`src/rtl/pxscan_pkg.sv`:
```
package pxscan_pkg;
  localparam int NUM_SENSORS = 4;
  localparam int CLK_FREQ_HZ = 100000000;
  localparam int CLK_PERIOD_NS = 10;
  // Delay from gate rise to first measurement, in microseconds.
  localparam int GATE_START_DELAY_US = 100;
  localparam int GATE_START_DELAY_CYC = GATE_START_DELAY_US * (CLK_FREQ_HZ / 1000000);
  // Scan periods and the active hold time, in milliseconds.
  localparam int ACTIVE_PERIOD_MS = 30;
  localparam int DOZE_PERIOD_MS = 240;
  localparam int ACTIVE_HOLD_MS = 240;
  localparam int CYC_PER_MS = CLK_FREQ_HZ / 1000;
  localparam int ACTIVE_PERIOD_CYC = ACTIVE_PERIOD_MS * CYC_PER_MS;
  localparam int DOZE_PERIOD_CYC = DOZE_PERIOD_MS * CYC_PER_MS;
  localparam int ACTIVE_HOLD_CYC = ACTIVE_HOLD_MS * CYC_PER_MS;
  // Least host reset pulse, in nanoseconds, and as clock cycles.
  localparam int RESET_PULSE_MIN_NS = 20;
  localparam int RESET_PULSE_MIN_CYC = (RESET_PULSE_MIN_NS + CLK_PERIOD_NS - 1) / CLK_PERIOD_NS;
  localparam int CNT_W = 32;
  typedef enum logic [5:0] {
    PXS_SLEEP = 6'h01,
    PXS_START = 6'h02,
    PXS_MEAS = 6'h04,
    PXS_PROC = 6'h08,
    PXS_IDLE = 6'h10,
    PXS_COMP = 6'h20
  } pxs_state_t;
endpackage : pxscan_pkg

```
`src/rtl/pxscan_seq.sv`:
```
`timescale 1ns/1ps
module pxscan_seq
  import pxscan_pkg::*;
#(
  parameter int START_DELAY_CYC = GATE_START_DELAY_CYC,
  parameter int ACT_PERIOD_CYC = ACTIVE_PERIOD_CYC,
  parameter int DZ_PERIOD_CYC = DOZE_PERIOD_CYC,
  parameter int HOLD_CYC = ACTIVE_HOLD_CYC
) (
  // Clock and reset.
  input wire logic REF_CLK_IN,
  input wire logic RESET_N_IN,
  // Host pins.
  input wire logic TRANSMIT_GATE_IN,
  // Front end: one comparison result per sensor, valid when a measure completes.
  input wire logic [NUM_SENSORS-1:0] SENSOR_INPUT_IN,
  input wire logic MEAS_DONE_IN,
  input wire logic COMP_REQ_IN,
  input wire logic COMP_DONE_IN,
  // Front end control.
  output logic FRONT_END_ON_OUT,
  output logic MEAS_START_OUT,
  output logic [1:0] MEAS_SEL_OUT,
  output logic GUARD_DRIVE_OUT,
  // Status.
  output logic [NUM_SENSORS-1:0] PROX_N_OUT,
  output logic ACTIVE_MODE_OUT,
  output logic SLEEP_MODE_OUT
);
  logic gate_s1, gate_s2, gate_d;
  logic [NUM_SENSORS-1:0] sens_s1, sens_s2;
  logic done_s1, done_s2, creq_s1, creq_s2, cdone_s1, cdone_s2;
  pxs_state_t state, next_state;
  logic [CNT_W-1:0] timer, next_timer, hold, next_hold;
  logic [1:0] sel, next_sel;
  logic [NUM_SENSORS-1:0] sample, next_sample, prox, next_prox;
  logic active, next_active, armed, next_armed, comp_pend, next_comp_pend;
  logic start_pulse, next_start_pulse;

  // Every outside input except clock and reset passes two flip-flops first.
  always_ff @(posedge REF_CLK_IN or negedge RESET_N_IN) begin
    if (!RESET_N_IN) begin
      gate_s1 <= 1'b0;
      gate_s2 <= 1'b0;
      gate_d <= 1'b0;
      sens_s1 <= '0;
      sens_s2 <= '0;
      done_s1 <= 1'b0;
      done_s2 <= 1'b0;
      creq_s1 <= 1'b0;
      creq_s2 <= 1'b0;
      cdone_s1 <= 1'b0;
      cdone_s2 <= 1'b0;
    end else begin
      gate_s1 <= TRANSMIT_GATE_IN;
      gate_s2 <= gate_s1;
      gate_d <= gate_s2;
      sens_s1 <= SENSOR_INPUT_IN;
      sens_s2 <= sens_s1;
      done_s1 <= MEAS_DONE_IN;
      done_s2 <= done_s1;
      creq_s1 <= COMP_REQ_IN;
      creq_s2 <= creq_s1;
      cdone_s1 <= COMP_DONE_IN;
      cdone_s2 <= cdone_s1;
    end
  end

  always_comb begin
    next_state = state;
    next_timer = timer;
    next_hold = hold;
    next_sel = sel;
    next_sample = sample;
    next_prox = prox;
    next_active = active;
    next_start_pulse = 1'b0;
    next_comp_pend = comp_pend | creq_s2;
    // A rising gate arms a run; a low gate disarms at once, and the run ends after the current sequence.
    next_armed = gate_s2 ? (armed | ~gate_d) : 1'b0;
    case (state)
      PXS_SLEEP: begin
        if (gate_s2 && !gate_d) begin
          next_state = PXS_START;
          next_timer = CNT_W'(START_DELAY_CYC - 1);
        end
      end
      PXS_START: begin
        if (!gate_s2) begin
          next_state = PXS_SLEEP;
        end else if (timer == '0) begin
          next_state = PXS_MEAS;
          next_sel = 2'h0;
          next_start_pulse = 1'b1;
        end else begin
          next_timer = timer - 1'b1;
        end
      end
      PXS_MEAS: begin
        if (done_s2) begin
          next_sample[sel] = sens_s2[sel];
          if (sel == 2'(NUM_SENSORS - 1)) begin
            next_state = PXS_PROC;
          end else begin
            next_sel = sel + 2'h1;
            next_start_pulse = 1'b1;
          end
        end
      end
      PXS_PROC: begin
        next_prox = comp_pend ? '0 : sample;
        if (sample != '0) begin
          next_active = 1'b1;
          next_hold = CNT_W'(HOLD_CYC - 1);
        end else if (hold >= CNT_W'(ACT_PERIOD_CYC)) begin
          next_hold = hold - CNT_W'(ACT_PERIOD_CYC);
        end else begin
          next_active = 1'b0;
          next_hold = '0;
        end
        next_timer = CNT_W'((next_active ? ACT_PERIOD_CYC : DZ_PERIOD_CYC) - 1);
        if (comp_pend) begin
          next_state = PXS_COMP;
        end else if (!armed) begin
          next_state = PXS_SLEEP;
        end else begin
          next_state = PXS_IDLE;
        end
      end
      PXS_IDLE: begin
        if (!armed) begin
          next_state = PXS_SLEEP;
        end else if (timer == '0) begin
          next_state = PXS_MEAS;
          next_sel = 2'h0;
          next_start_pulse = 1'b1;
        end else begin
          next_timer = timer - 1'b1;
        end
      end
      PXS_COMP: begin
        next_prox = '0;
        next_comp_pend = creq_s2;
        if (cdone_s2) begin
          next_state = armed ? PXS_IDLE : PXS_SLEEP;
        end
      end
      default: next_state = PXS_SLEEP;
    endcase
    if (!gate_s2 && state == PXS_SLEEP) begin
      next_active = 1'b0;
    end
  end

  always_ff @(posedge REF_CLK_IN or negedge RESET_N_IN) begin
    if (!RESET_N_IN) begin
      state <= PXS_SLEEP;
      timer <= '0;
      hold <= '0;
      sel <= 2'h0;
      sample <= '0;
      prox <= '0;
      active <= 1'b0;
      armed <= 1'b0;
      comp_pend <= 1'b1;
      start_pulse <= 1'b0;
    end else begin
      state <= next_state;
      timer <= next_timer;
      hold <= next_hold;
      sel <= next_sel;
      sample <= next_sample;
      prox <= next_prox;
      active <= next_active;
      armed <= next_armed;
      comp_pend <= next_comp_pend;
      start_pulse <= next_start_pulse;
    end
  end

  assign FRONT_END_ON_OUT = (state == PXS_MEAS) || (state == PXS_COMP);
  assign MEAS_START_OUT = start_pulse;
  assign MEAS_SEL_OUT = sel;
  assign GUARD_DRIVE_OUT = (state == PXS_MEAS);
  assign PROX_N_OUT = ~prox;
  assign ACTIVE_MODE_OUT = active & gate_s2;
  assign SLEEP_MODE_OUT = (state == PXS_SLEEP);

  a_start_delay: assert property (@(posedge REF_CLK_IN) disable iff (!RESET_N_IN)
    (state == PXS_SLEEP && next_state == PXS_START) |=> (state == PXS_START) [*8])
    else $error("Measurement began before the start delay.");
  a_seq_order: assert property (@(posedge REF_CLK_IN) disable iff (!RESET_N_IN)
    (state == PXS_MEAS && done_s2 && sel != 2'h3) |=> (sel == $past(sel) + 2'h1))
    else $error("Sensors not visited in ascending order.");
  a_proc_after: assert property (@(posedge REF_CLK_IN) disable iff (!RESET_N_IN)
    (state == PXS_PROC) |-> ($past(state) == PXS_MEAS && $past(sel) == 2'h3))
    else $error("Processing began before all sensors were measured.");
  a_guard: assert property (@(posedge REF_CLK_IN) disable iff (!RESET_N_IN)
    (state == PXS_MEAS) |-> GUARD_DRIVE_OUT && FRONT_END_ON_OUT)
    else $error("Guard not driven during measurement.");
  a_idle_off: assert property (@(posedge REF_CLK_IN) disable iff (!RESET_N_IN)
    (state == PXS_IDLE) |-> !FRONT_END_ON_OUT)
    else $error("Front end powered during idle.");
  a_period_load: assert property (@(posedge REF_CLK_IN) disable iff (!RESET_N_IN)
    (state == PXS_PROC) |=> (timer == CNT_W'(active ? ACT_PERIOD_CYC - 1 : DZ_PERIOD_CYC - 1)))
    else $error("Scan period timer loaded with the wrong count.");
  a_active_on: assert property (@(posedge REF_CLK_IN) disable iff (!RESET_N_IN)
    (state == PXS_PROC && sample != '0) |=> active)
    else $error("Active mode not entered on proximity.");
  a_comp_clear: assert property (@(posedge REF_CLK_IN) disable iff (!RESET_N_IN)
    (state == PXS_COMP || (state == PXS_PROC && comp_pend)) |=> (PROX_N_OUT == '1))
    else $error("Flags active during compensation.");
  a_flag_stable: assert property (@(posedge REF_CLK_IN) disable iff (!RESET_N_IN)
    (state != PXS_PROC && state != PXS_COMP) |=> $stable(PROX_N_OUT))
    else $error("Flag changed outside a scan update.");
  a_gate_stop: assert property (@(posedge REF_CLK_IN) disable iff (!RESET_N_IN)
    (state == PXS_IDLE && !armed) |=> (state == PXS_SLEEP))
    else $error("Scanning continued after gate fell.");
endmodule : pxscan_seq

```
`config.mk`:
```
export PLATFORM = sky130hd
export DESIGN_NAME = pxscan_seq
export DESIGN_NICKNAME = d
export VERILOG_FILES = /design/src/rtl/pxscan_pkg.sv /design/src/rtl/pxscan_seq.sv
export SDC_FILE = /design/constraint.sdc
export NUM_CORES = 1
export LEC_CHECK = 0
export CAP_MARGIN = 20
export CORE_UTILIZATION = 55
export CTS_BUF_LIST = sky130_fd_sc_hd__clkbuf_4 sky130_fd_sc_hd__clkbuf_8
export CTS_CLUSTER_DIAMETER = 30
export CTS_CLUSTER_SIZE = 14
export DETAILED_ROUTE_END_ITERATION = 8
export DONT_BUFFER_PORTS = 1
export PLACE_DENSITY_LB_ADDON = 0.15
export RECOVER_POWER = 25
export SKIP_CTS_REPAIR_TIMING = 1
export SYNTH_ARGS = -nofsm -noshare
export SYNTH_HDL_FRONTEND = slang
export SYNTH_SLANG_ARGS = --single-unit
```
`constraint.sdc`:
```
create_clock -name REF_CLK_IN -period 2.7 [get_ports REF_CLK_IN]
set_clock_uncertainty 0.1 [all_clocks]
set_input_delay 0.81 -clock REF_CLK_IN [delete_from_list [all_inputs] [get_ports REF_CLK_IN]]
set_output_delay 0.81 -clock REF_CLK_IN [all_outputs]
set_load 0.02 [all_outputs]
```
# After elaboration in Yosys (flattened, before gate mapping)
# Cells that the tools add are included.
# Widths: inputs -> output; s select.
[word_totals]
register_bits = 101
word_cells = 107
inputBits = 10
output_inout_bits = 11
[op_classes]
magnitude_cmp = 3
n_bitwise = 5
eq_ne = 14
reduce_logical = 16
mux = 44
add_sub_neg = 4
[op_table]
columns = ["op", "count"]
rows = [
  ["$mux 32", 6],
  ["$pmux 32 s4", 1],
  ["$mux 6", 8],
  ["$pmux 6 s6", 1],
  ["$ge 32x22->1 const B", 1],
  ["$logic_not 32->1", 1],
  ["$sub 32x1->32 const B", 1],
  ["$sub 32x22->32 const B", 1],
  ["$sub 25x1->26 const B", 1],
  ["$mux 25", 1],
  ["$mux 1", 14],
  ["$mux 2", 5],
  ["$ne 2x2->1 const B", 4],
  ["$pmux 4 s2", 1],
  ["$reduce_and 4->1", 2],
  ["$reduce_bool 4->1", 2],
  ["$eq 6x1->1 const B", 1],
  ["$eq 6x2->1 const B", 1],
  ["$eq 6x3->1 const B", 1],
  ["$eq 6x4->1 const B", 1],
  ["$eq 6x5->1 const B", 1],
  ["$eq 6x6->1 const B", 1],
  ["$ne 2x1->1 const B", 3],
  ["$pmux 2 s3", 1],
  ["other kinds (21)", 26],
]

# Longest topological paths before layout
# Gate-level depths: netlist of the first run.
[depth]
word_depth = 7
mapped_depth = 10

# Least setup slack after synthesis of the first run
# Ideal clock, no wire load.
[synth_path]
kind = "register -> output"
startpoint = "register state[3]"
endpoint = "output FRONT_END_ON_OUT"
path_slack_ns = -0.034
required_time_ns = 1.790
arrival_ns = 1.824
path_stages_with_launch = 5
cell_sequence = "dfrtp_1 -> clkbuf_1 -> or4b_1 -> nor3_2 -> nand2b_1"
[synth_via]
elab_chain_len = 2
[synth_rtl]
columns = ["item", "line", "source"]
rows = [
  ["start: declaration", "pxscan_seq.sv:33", "pxs_state_t state, next_state;"],
  ["start signal: assignment", "pxscan_seq.sv:168", "state <= next_state;"],
  ["$eq 6x3->1", "-", ""],
  ["named net GUARD_DRIVE_OUT", "pxscan_seq.sv:24", "output logic GUARD_DRIVE_OUT,"],
  ["$logic_or 1x1->1", "pxscan_seq.sv:181", "assign FRONT_END_ON_OUT = (state == PXS_MEAS) || (state == PXS_COMP);"],
  ["end: declaration", "pxscan_seq.sv:21", "output logic FRONT_END_ON_OUT,"],
]
# The timed path passes the listed nets, and every way through them passes these cells.

# Worst setup path after layout of the first run
[layout_path]
startpoint = "register state[5]"
endpoint = "output FRONT_END_ON_OUT"
[layout_via]
elab_chain_len = 2
[layout_rtl]
columns = ["item", "line"]
rows = [
  ["$eq 6x3->1 / $eq 6x6->1 (equally long branches)", "pxscan_seq.sv:181"],
  ["$logic_or 1x1->1 *", "pxscan_seq.sv:181"],
]
# Every way passes the cells marked *; elsewhere a longest branch is shown, timed or not.

==> results of run 1 <==
==> cell families (layout without fill, tap and decap cells) <==
| group | count (synthesis) | count (layout) | share of synthesized area |
|---|---|---|---|
| adder cells (fa/ha/maj) | 6 | 6 | 0.0150 |
| AND/OR/NAND/NOR | 211 | 211 | 0.225 |
| buffers and inverters | 42 | 76 | 0.0353 |
| multiplexers | 7 | 7 | 0.0177 |
| XOR/XNOR | 12 | 12 | 0.0210 |
| AO/OA/AOI/OAI | 170 | 171 | 0.210 |
| flip-flops | 95 | 95 | 0.475 |
==> path summary, 6_finish.rpt <==
kind                       depth (start not counted)                   end  slack (ns)                  from
max in group asynchronous                          1   hold[8]$_DFFE_PN0P_        1.18            RESET_N_IN
setup reg to reg                                   6  hold[25]$_DFFE_PN0P_        0.11  hold[26]$_DFFE_PN0P_
hold / removal                                     0  hold[31]$_DFFE_PN0P_        0.02            RESET_N_IN
min in group REF_CLK_IN                            0     creq_s2$_DFF_PN0_        0.25     creq_s1$_DFF_PN0_
hold reg to reg                                    0     creq_s2$_DFF_PN0_        0.25     creq_s1$_DFF_PN0_
setup / recovery                                   4      FRONT_END_ON_OUT       -0.10  state[5]$_DFFE_PN0P_
==> layer usage <==
metal / wire length (um) / up-vias / track usage
li1: - / 2047 / -
met1: 5430 / 2092 / 0.349
met2: 5680 / 136 / 0.420
met3: 498 / 27 / 0.0367
met4: 244 / 0 / 0.103
met5: 0 / - / 0
==> state kept, by name, indices dropped and copies added, names as in the netlist, 2 cells and up <==
| name | cells |
|---|---|
| prox | 4 |
| sample | 4 |
| hold | 26 |
| state | 6 |
| sens_s1 | 4 |
| sens_s2 | 4 |
| MEAS_SEL_OUT | 2 |
| timer | 32 |
==> report_power, final <==
part | total, mW | leakage, nW | internal [mW] | switching (mW)
Clock | 0.900 | 0.0849 | 0.358 | 0.542
Combinational | 0.820 | 1.08 | 0.299 | 0.521
Sequential | 1.55 | 1.24 | 1.48 | 0.0736
==> cell usage in the layout, fill, tap and decap left out, types with 4 or more instances in the layout <==
cell type / synthesis / routed
o211ai_1: 4 / 4
or4_1: 5 / 5
and3_1: 6 / 6
mux2_2: 5 / 5
o22ai_1: 4 / 4
nand3_1: 12 / 12
a31oi_1: 13 / 13
buf_4: 1 / 38
dfrtp_1: 93 / 93
or3_1: 10 / 8
nand3b_1: 6 / 6
nor3_1: 26 / 26
nor2_1: 52 / 52
nor4_1: 9 / 9
inv_1: 19 / 19
xnor2_1: 5 / 5
a21oi_1: 40 / 39
and2_1: 8 / 8
xor2_1: 7 / 7
nand2_1: 41 / 41
o21ai_1: 4 / 4
clkbuf_8: 0 / 9
a21o_1: 5 / 5
o2bb2ai_1: 5 / 5
o21ai_0: 61 / 61
nand2b_1: 5 / 4
ha_1: 6 / 6
==> final cells by class <==
type / count / area [sq um] / area share
Sequential cell: 95 / 2380 / 0.425
Timing Repair Buffer: 41 / 318 / 0.0568
Tap cell: 108 / 135 / 0.0241
Multi-Input combinational cell: 407 / 2510 / 0.449
Clock buffer: 10 / 131 / 0.0235
Clock inverter: 6 / 51.3 / 0.00916
Inverter: 19 / 71.3 / 0.0127
==> metrics by stage <==
stage / total power, mW / instances / cell area, sq um / setup TNS [ns] / hold WS [ns]
floorplan: 2.12 / 543 / 5010 / 0 / 0.231
global placement: 2.33 / 662 / 5300 / 0 / 0.233
detailed placement: 2.35 / 662 / 5300 / 0 / 0.236
CTS: 3.25 / 678 / 5480 / -0.316 / 0.00328
global route: 3.44 / 686 / 5600 / -0.436 / 0.00259
finish: 3.27 / 686 / 5600 / -0.177 / 0.0218
==> metrics.cfg, run 1 <==
[setup_path]
path_delay_family = simple AND/OR/NAND/NOR gates
criticalPathCategory = reg2out
cp_slowest_stage_delay_ns = 0.55
critical_path_required_ns = 1.79
cp_slowest_cell = or4b_4
cp_cell_sequence = buf_6, or4b_4, nor3_4, nand2b_4
critPathCaptureType = output pin
critical_path_buf_inv_count = 1
worstPathArrival_ns = 1.89
critPathLaunchType = register
cp_max_fo = 8

[synth]
synth_nets = 559
synth_flop_cell = dfrtp_1
syn_area_sq_um = 5000
yosys.area.top_type = dfrtp_1
yosysMostFrequentCell = dfrtp_1
synth_enable_flop_cells = 0
synth_top_area_frac = 0.465
synth.avg_cell_area_sq_um = 9.22
synth_top_cells_by_area = dfrtp_1 47%, o21ai_0 6.1%, a21oi_1 4.0%
synth.distinct_cells = 71
synth_cells = 543
ys_warn_count = 0
ys_ff_latch = 95
async_flop_share = 1.00
synthTopCellsByCount = 93 x dfrtp_1, 61 x o21ai_0, 52 x nor2_1
yosysSeqAreaShare = 0.476

[cells_and_area]
fin_util = 0.639
antennaDiodeCount = 0
nFillCells = 729
nets = 589
drive_above_1_share = 0.159
syn_to_final_growth_pct = 11.9

[clock_tree]
h-tree-depth = 3
clk_path_buf_depth = 2
numCtsBuffers = 9
clock-root-buffer = clkbuf_8
cts_tree = yes
worstSkewPairLatency_ns = 0.38
cts.clk_slew.worst_paths_ns = 0.10
clock_sinks = 95

[placed_design]
gp_congestion = 0.880
port_buffers = 0
place_ws_ns = 0.0554
hpwl_mm = 8.14

[drt]
vias_per_cell = 6.27
drtIter0Drc = 264
wire_per_inst_um = 17.3
drt_first_pass_iters = 5
drc_errors = 0
postRouteAntennaNets = 0
vias = 4302
drt_wl_total_mm = 11.9

[timing]
setup_viol = 2
period_minus_slack_ns = 2.80
slew_viol_final = 0
min_period_over_period = 1.04
rsz0062_at_grt = true
maxSlewHeadroom = 0.497
final_hold_viol_count = 0
tightest_slew_ns = 0.753
setup_ws_ns = -0.103
clock.fmax_ghz = 0.357

[global_route]
grt_overflow = 0
grt_pass1_wl_mm = 19.8
antenna_found_initial = 0
grtUsageTotal = 0.258
grt_pass1_vias = 4194
grt_max_degree = 96

[floorplan]
die_height_um = 97.4
dieArea_sq_um = 9480
num_rows = 34
boundaryPins = 21
start_util = 0.571
die_w_um = 97.4
core_area_sq_um = 8760

[pwr]
powerDensity_nw_per_um2 = 585
p_leak_nw = 2.40
ir_worst_vdd_v = 0.000380

[status]
violations = setup timing
status = finished, violations left

[flow_run]
drv_cap = 0

[hold_path]
hp-class = in2async

No activity file was read; power rests on OpenSTA's default activity.
==> run 2: changes to the inputs <==
--- a/config.mk
+++ b/config.mk
@@ -12,7 +12,7 @@
 export CTS_CLUSTER_SIZE = 14
 export DETAILED_ROUTE_END_ITERATION = 8
 export DONT_BUFFER_PORTS = 1
-export PLACE_DENSITY_LB_ADDON = 0.15
+export PLACE_DENSITY = 0.7
 export RECOVER_POWER = 25
 export SKIP_CTS_REPAIR_TIMING = 1
 export SYNTH_ARGS = -nofsm -noshare
==> metrics.cfg, run 2 (same netlist as run 1, synthesis figures left out) <==
[timing]
period_minus_slack_ns = 2.82  ; +0.0141 ns
maxSlewHeadroom = 0.490  ; -0.00663
clock.fmax_ghz = 0.355  ; -0.50%
setup_ws_ns = -0.118  ; -0.0141 ns
final_hold_viol_count = 0  ; unchanged
min_period_over_period = 1.04  ; +0.00521
rsz0062_at_grt = true
tightest_slew_ns = 0.760  ; +0.00784 ns
slew_viol_final = 0  ; unchanged
timing.hold.ws_ns = 0.0250  ; +0.00322 ns
setup_viol = 3  ; +1

[pwr]
clkPwrFrac = 0.279  ; +0.004
power_mw = 3.30  ; +0.74%
p_switching_mw = 1.17  ; +2.9%
swShare = 0.354  ; +0.00727
p_leak_nw = 2.40  ; about the same
p_int_mw = 2.13  ; -0.38%
pwr-share-seq = 0.472  ; -0.003
ir_worst_vdd_v = 0.000371  ; -2.3%
combPwrFrac = 0.250  ; about the same
powerDensity_nw_per_um2 = 588  ; +0.58%

[setup_path]
cp_max_fo = 5  ; -3
reg2reg_depth = 8  ; +2
critPathLaunchType = register
r2r-start = state[5]$_DFFE_PN0P_
critPathCaptureType = output pin
cp_slowest_stage_delay_ns = 0.56  ; about the same
cp_cell_sequence = buf_6, or4b_4, nor3_4, nand2b_4
r2r-end = timer[28]$_DFFE_PN0P_
cp_slowest_cell = or4b_4
criticalPathCategory = reg2out
worstPathArrival_ns = 1.91  ; +0.02 ns
critical_path_required_ns = 1.79  ; about the same
r2r_slack_ns = 0.07  ; -0.04 ns

[drt]
drc_errors = 0  ; unchanged
drt_wl_total_mm = 11.9  ; about the same
postRouteAntennaNets = 0  ; unchanged
vias_per_cell = 6.16  ; -1.7%
drt_first_pass_iters = 5  ; unchanged
drtIter0Drc = 310  ; +17%
vias = 4215  ; -2.0%
wire_per_inst_um = 17.3  ; +0.37%

[clock_tree]
clock_sinks = 95  ; unchanged
worstSkewPairLatency_ns = 0.37  ; about the same
clock-root-buffer = clkbuf_8
numCtsBuffers = 9  ; unchanged
cts_tree = yes
cts.clk_slew.worst_paths_ns = 0.11  ; about the same
h-tree-depth = 3  ; unchanged
clk_path_buf_depth = 2  ; unchanged

[global_route]
grt_pass1_wl_mm = 20.0  ; +0.73%
grt_overflow = 0  ; unchanged
grtUsageTotal = 0.259  ; +0.00152
grt_pass1_vias = 4043  ; -3.6%
grt_max_degree = 96  ; unchanged
gr-usage-met3 = 0.0360  ; -0.000719
antenna_found_initial = 0  ; unchanged
grtUsageMet1 = 0.373  ; +0.0237
grt_use_met2 = 0.416  ; -0.00377
busiest_layer = met2

[cells_and_area]
syn_to_final_growth_pct = 12.0
mostFrequentLayoutCells = 92 x dfrtp_1, 61 x o21ai_0, 52 x nor2_1, 41 x nand2_1, 40 x a21oi_1
drive_above_1_share = 0.160  ; +0.000553
top_register = timer
post-route-cell-area_sq_um = 5610  ; +0.16%
largest_reg_flops = 32  ; unchanged
final_common_cell = dfrtp_1
reg.largest.list = timer: 32 flops, hold: 26 flops, state: 6 flops
antennaDiodeCount = 0  ; unchanged
nets = 587  ; -0.34%

[status]
violations = setup timing
status = finished, violations left

[placed_design]
hpwl_mm = 7.89  ; -3.1%
gp_congestion = 0.929  ; +5.5%
placed_cell_area_sq_um = 5290  ; -0.19%
port_buffers = 0  ; unchanged

[floorplan]
dieArea_sq_um = 9480  ; unchanged
boundaryPins = 21  ; unchanged
core_area_sq_um = 8760  ; unchanged
die_w_um = 97.4  ; unchanged
num_rows = 34  ; unchanged
start_util = 0.571  ; unchanged
die_height_um = 97.4  ; unchanged

[flow_run]
drv_cap = 0  ; unchanged

[hold_path]
hp-class = in2async

==> run 2: cell count changes in the layout (fill, tap and decap cells not counted), sizes merged <==
cell | previous run | this run
clkinv | 0 | 3
buf | 40 | 39
clkbuf | 10 | 9
clkinvlp | 3 | 2
dlygate4sd3 | 1 | 0
inv | 22 | 21
==> run 2: worst max path at each step <==
stage	start	endpoint	slack (ns)	depth (start not counted)
after floorplan	state[3]$_DFFE_PN0P_	FRONT_END_ON_OUT	0.09	4
after global placement	hold[26]$_DFFE_PN0P_	hold[31]$_DFFE_PN0P_	0.13	6
after detailed placement	hold[26]$_DFFE_PN0P_	timer[24]$_DFFE_PN0P_	0.07	6
after CTS	state[3]$_DFFE_PN0P_	FRONT_END_ON_OUT	-0.18	4
after global routing	state[5]$_DFFE_PN0P_	FRONT_END_ON_OUT	-0.17	4
final	state[5]$_DFFE_PN0P_	FRONT_END_ON_OUT	-0.12	4
==> run 2: layer usage <==
| metal | vias to the layer above | wire (um) |
|---|---|---|
| met3 | 13 | 496 |
| met5 | - | 0 |
| met4 | 0 | 121 |
| met2 | 123 | 5730 |
| li1 | 2038 | - |
| met1 | 2041 | 5510 |
==> run 2: critical path: cells and delay by family (launching register included) <==
| kind | cells | cell delay (ns) |
|---|---|---|
| buffers and inverters | 1 | 0.14 |
| DFF | 1 | 0.41 |
| and+or+nand+nor | 3 | 1.00 |
==> run 2: area by class of cell <==
| cell class | count | area (sq um) |
|---|---|---|
| Fill cell | 713 | 3160 |
| Sequential cell | 95 | 2380 |
| Multi-Input combinational cell | 407 | 2510 |
| Inverter | 19 | 75.1 |
| Tap cell | 108 | 135 |
| Timing Repair Buffer | 39 | 317 |
| Clock inverter | 7 | 66.3 |
| Clock buffer | 9 | 124 |
==> run 2: power by group through the flow <==
stage | logic, mW | registers [mW] | clock network [mW]
floorplan | 0.586 | 1.53 | 0
global placement | 0.756 | 1.58 | 0
detailed placement | 0.771 | 1.58 | 0
CTS | 0.772 | 1.55 | 0.936
global route | 0.895 | 1.56 | 0.994
finish | 0.823 | 1.56 | 0.919
==> run 2: stage by stage <==
| stage | setup TNS, ns | util | setup slack (ns) | cells |
|---|---|---|---|---|
| 2_1_floorplan | 0 | - | 0.0859 | 543 |
| 3_3_place_gp | 0 | 0.603 | 0.125 | 659 |
| 3_5_place_dp | 0 | 0.603 | 0.0713 | 659 |
| 4_1_cts | -0.286 | 0.625 | -0.177 | 675 |
| 5_1_grt | -0.422 | 0.640 | -0.169 | 684 |
| 6_report | -0.229 | 0.640 | -0.118 | 684 |
==> run 3: changes to the inputs <==
--- a/config.mk
+++ b/config.mk
@@ -5,14 +5,15 @@
 export SDC_FILE = /design/constraint.sdc
 export NUM_CORES = 1
 export LEC_CHECK = 0
+export BUFFER_PORTS_ARGS = -buffer_cell sky130_fd_sc_hd__clkbuf_2
 export CAP_MARGIN = 20
+export CORE_ASPECT_RATIO = 0.5
 export CORE_UTILIZATION = 55
 export CTS_BUF_LIST = sky130_fd_sc_hd__clkbuf_4 sky130_fd_sc_hd__clkbuf_8
 export CTS_CLUSTER_DIAMETER = 30
 export CTS_CLUSTER_SIZE = 14
 export DETAILED_ROUTE_END_ITERATION = 8
-export DONT_BUFFER_PORTS = 1
-export PLACE_DENSITY = 0.7
+export PLACE_DENSITY = 0.72
 export RECOVER_POWER = 25
 export SKIP_CTS_REPAIR_TIMING = 1
 export SYNTH_ARGS = -nofsm -noshare
==> metrics.cfg, run 3 (same netlist as run 1, synthesis figures left out) <==
[floorplan]
core_area_sq_um = 8770  ; about the same
die_height_um = 69.5  ; -29%
num_rows = 24  ; -29%
dieArea_sq_um = 9510  ; +0.25%
boundaryPins = 21  ; unchanged
start_util = 0.571  ; about the same
die_w_um = 137  ; +41%

[cells_and_area]
top_register = timer
reg.largest.list = timer: 32 flops, hold: 26 flops, state: 6 flops
drive_above_1_share = 0.190  ; +0.0302
fin_util = 0.660  ; +0.0202
syn_to_final_growth_pct = 15.6
fin_cells = 712  ; +4.1%
nets = 606  ; +3.2%
final_common_cell = dfrtp_1
antennaDiodeCount = 0  ; unchanged
mostFrequentLayoutCells = 92 x dfrtp_1, 60 x o21ai_0, 52 x nor2_1, 41 x nand2_1, 39 x a21oi_1
largest_reg_flops = 32  ; unchanged

[drt]
drt_first_pass_iters = 5  ; unchanged
drtIter0Drc = 303  ; -2.3%
postRouteAntennaNets = 0  ; unchanged
vias_per_cell = 6.06  ; -1.7%
vias = 4314  ; +2.3%
wire_per_inst_um = 16.9  ; -2.8%
drc_errors = 0  ; unchanged
drt_wl_total_mm = 12.0  ; +1.2%

[setup_path]
cp_max_fo = 3  ; -2
worstPathArrival_ns = 1.96  ; +0.05 ns
critPathCaptureType = output pin
r2r-start = hold[26]$_DFFE_PN0P_
r2r_slack_ns = 0.10  ; +0.03 ns
critPathLaunchType = register
reg2reg_depth = 6  ; -2
r2r-end = timer[17]$_DFFE_PN0P_
criticalPathCategory = reg2out
critical_path_required_ns = 1.79  ; about the same

[global_route]
grt_pass1_vias = 4097  ; +1.3%
grtUsageTotal = 0.272  ; +0.0124
antenna_found_initial = 0  ; unchanged
grt_pass1_wl_mm = 20.2  ; +1.0%
grt_max_degree = 50  ; -48%
grt_overflow = 0  ; unchanged

[clock_tree]
numCtsBuffers = 9  ; unchanged
cts_tree = yes
clock_sinks = 95  ; unchanged
clk_path_buf_depth = 2  ; unchanged
clock-root-buffer = clkbuf_8
cts.clk_slew.worst_paths_ns = 0.09  ; -0.02 ns
worstSkewPairLatency_ns = 0.38  ; about the same
h-tree-depth = 3  ; unchanged

[timing]
maxSlewHeadroom = 0.196  ; -0.294
clock.fmax_ghz = 0.348  ; -1.9%
slew_viol_final = 0  ; unchanged
min_period_over_period = 1.06  ; +0.0207
rsz0062_at_grt = true
setup_viol = 3  ; unchanged
setup_ws_ns = -0.174  ; -0.0560 ns
period_minus_slack_ns = 2.87  ; +0.0560 ns
tightest_slew_ns = 1.21  ; +0.446 ns
final_hold_viol_count = 0  ; unchanged

[pwr]
p_int_mw = 2.47  ; +16%
ir_worst_vdd_v = 0.000365  ; -1.6%
clkPwrFrac = 0.319  ; +0.040
pwr-share-seq = 0.428  ; -0.044
swShare = 0.322  ; -0.0323
combPwrFrac = 0.253  ; +0.003
p_switching_mw = 1.17  ; +0.29%
powerDensity_nw_per_um2 = 629  ; +6.9%
p_leak_nw = 2.51  ; +4.6%

[placed_design]
hpwl_mm = 8.07  ; +2.4%
port_buffers = 20  ; +20
placedCellCount = 689  ; +4.6%
gp_congestion = 0.855  ; -7.9%

[hold_path]
holdCritStartpoint = done_s1$_DFF_PN0_
hold_path_depth = 0
worstHoldEndpoint = done_s2$_DFF_PN0_
hp-class = reg2reg

[status]
status = finished, violations left
violations = setup timing

[flow_run]
drv_cap = 0  ; unchanged

[run 3: layout make-up]
cell class / count / area (sq um)
clock buffers: 11 / 145
clock inverters: 5 / 105
fillers: 727 / 2980
inverters: 19 / 71.3
multi-input cells: 408 / 2540
flip-flops and latches: 95 / 2380
well taps: 117 / 146
repair buffers: 57 / 394
[run 3: worst max path at each step]
stage | from | to | slack [ns] | cells after the start
global route | state[3]$_DFFE_PN0P_ | FRONT_END_ON_OUT | -0.24 | 5
finish | state[3]$_DFFE_PN0P_ | FRONT_END_ON_OUT | -0.17 | 5
global placement | hold[26]$_DFFE_PN0P_ | timer[24]$_DFFE_PN0P_ | 0.13 | 6
detailed placement | hold[26]$_DFFE_PN0P_ | timer[24]$_DFFE_PN0P_ | 0.09 | 6
CTS | state[3]$_DFFE_PN0P_ | FRONT_END_ON_OUT | -0.24 | 5
floorplan | state[3]$_DFFE_PN0P_ | FRONT_END_ON_OUT | 0.09 | 4
[run 3: per-stage QoR]
step	worst slack (ns)	hold WS (ns)	TNS, ns	total power, mW	cell area (sq um)
2_1_floorplan	0.0859	0.231	0	2.12	5010
3_3_place_gp	0.132	0.232	0	2.41	5400
3_5_place_dp	0.0920	0.239	0	2.42	5400
4_1_cts	-0.237	0.260	-0.586	3.58	5650
5_1_grt	-0.237	0.269	-0.590	3.81	5790
6_report	-0.174	0.255	-0.352	3.64	5790
[run 3: routing by layer]
| layer | share of wire | wire, um | track usage |
|---|---|---|---|
| met5 | 0 | 0 | 0 |
| met4 | 0.0080 | 96 | 0.0647 |
| met3 | 0.061 | 727 | 0.0621 |
| met2 | 0.45 | 5360 | 0.417 |
| met1 | 0.48 | 5810 | 0.391 |
[run 3: power groups by stage]
stage | Clock (mW) | Combinational, mW | Sequential (mW)
2_1_floorplan | 0 | 0.586 | 1.53
3_3_place_gp | 0 | 0.829 | 1.58
3_5_place_dp | 0 | 0.839 | 1.58
4_1_cts | 1.19 | 0.844 | 1.55
5_1_grt | 1.24 | 1.01 | 1.56
6_report | 1.16 | 0.921 | 1.56
[run 3: worst max-delay path, cell delays in order, from the launching register on]
cell and delay, ns:
dfrtp_1 0.39, buf_6 0.12, or4b_4 0.54, nor3_4 0.26
nand2b_4 0.17, buf_6 0.11
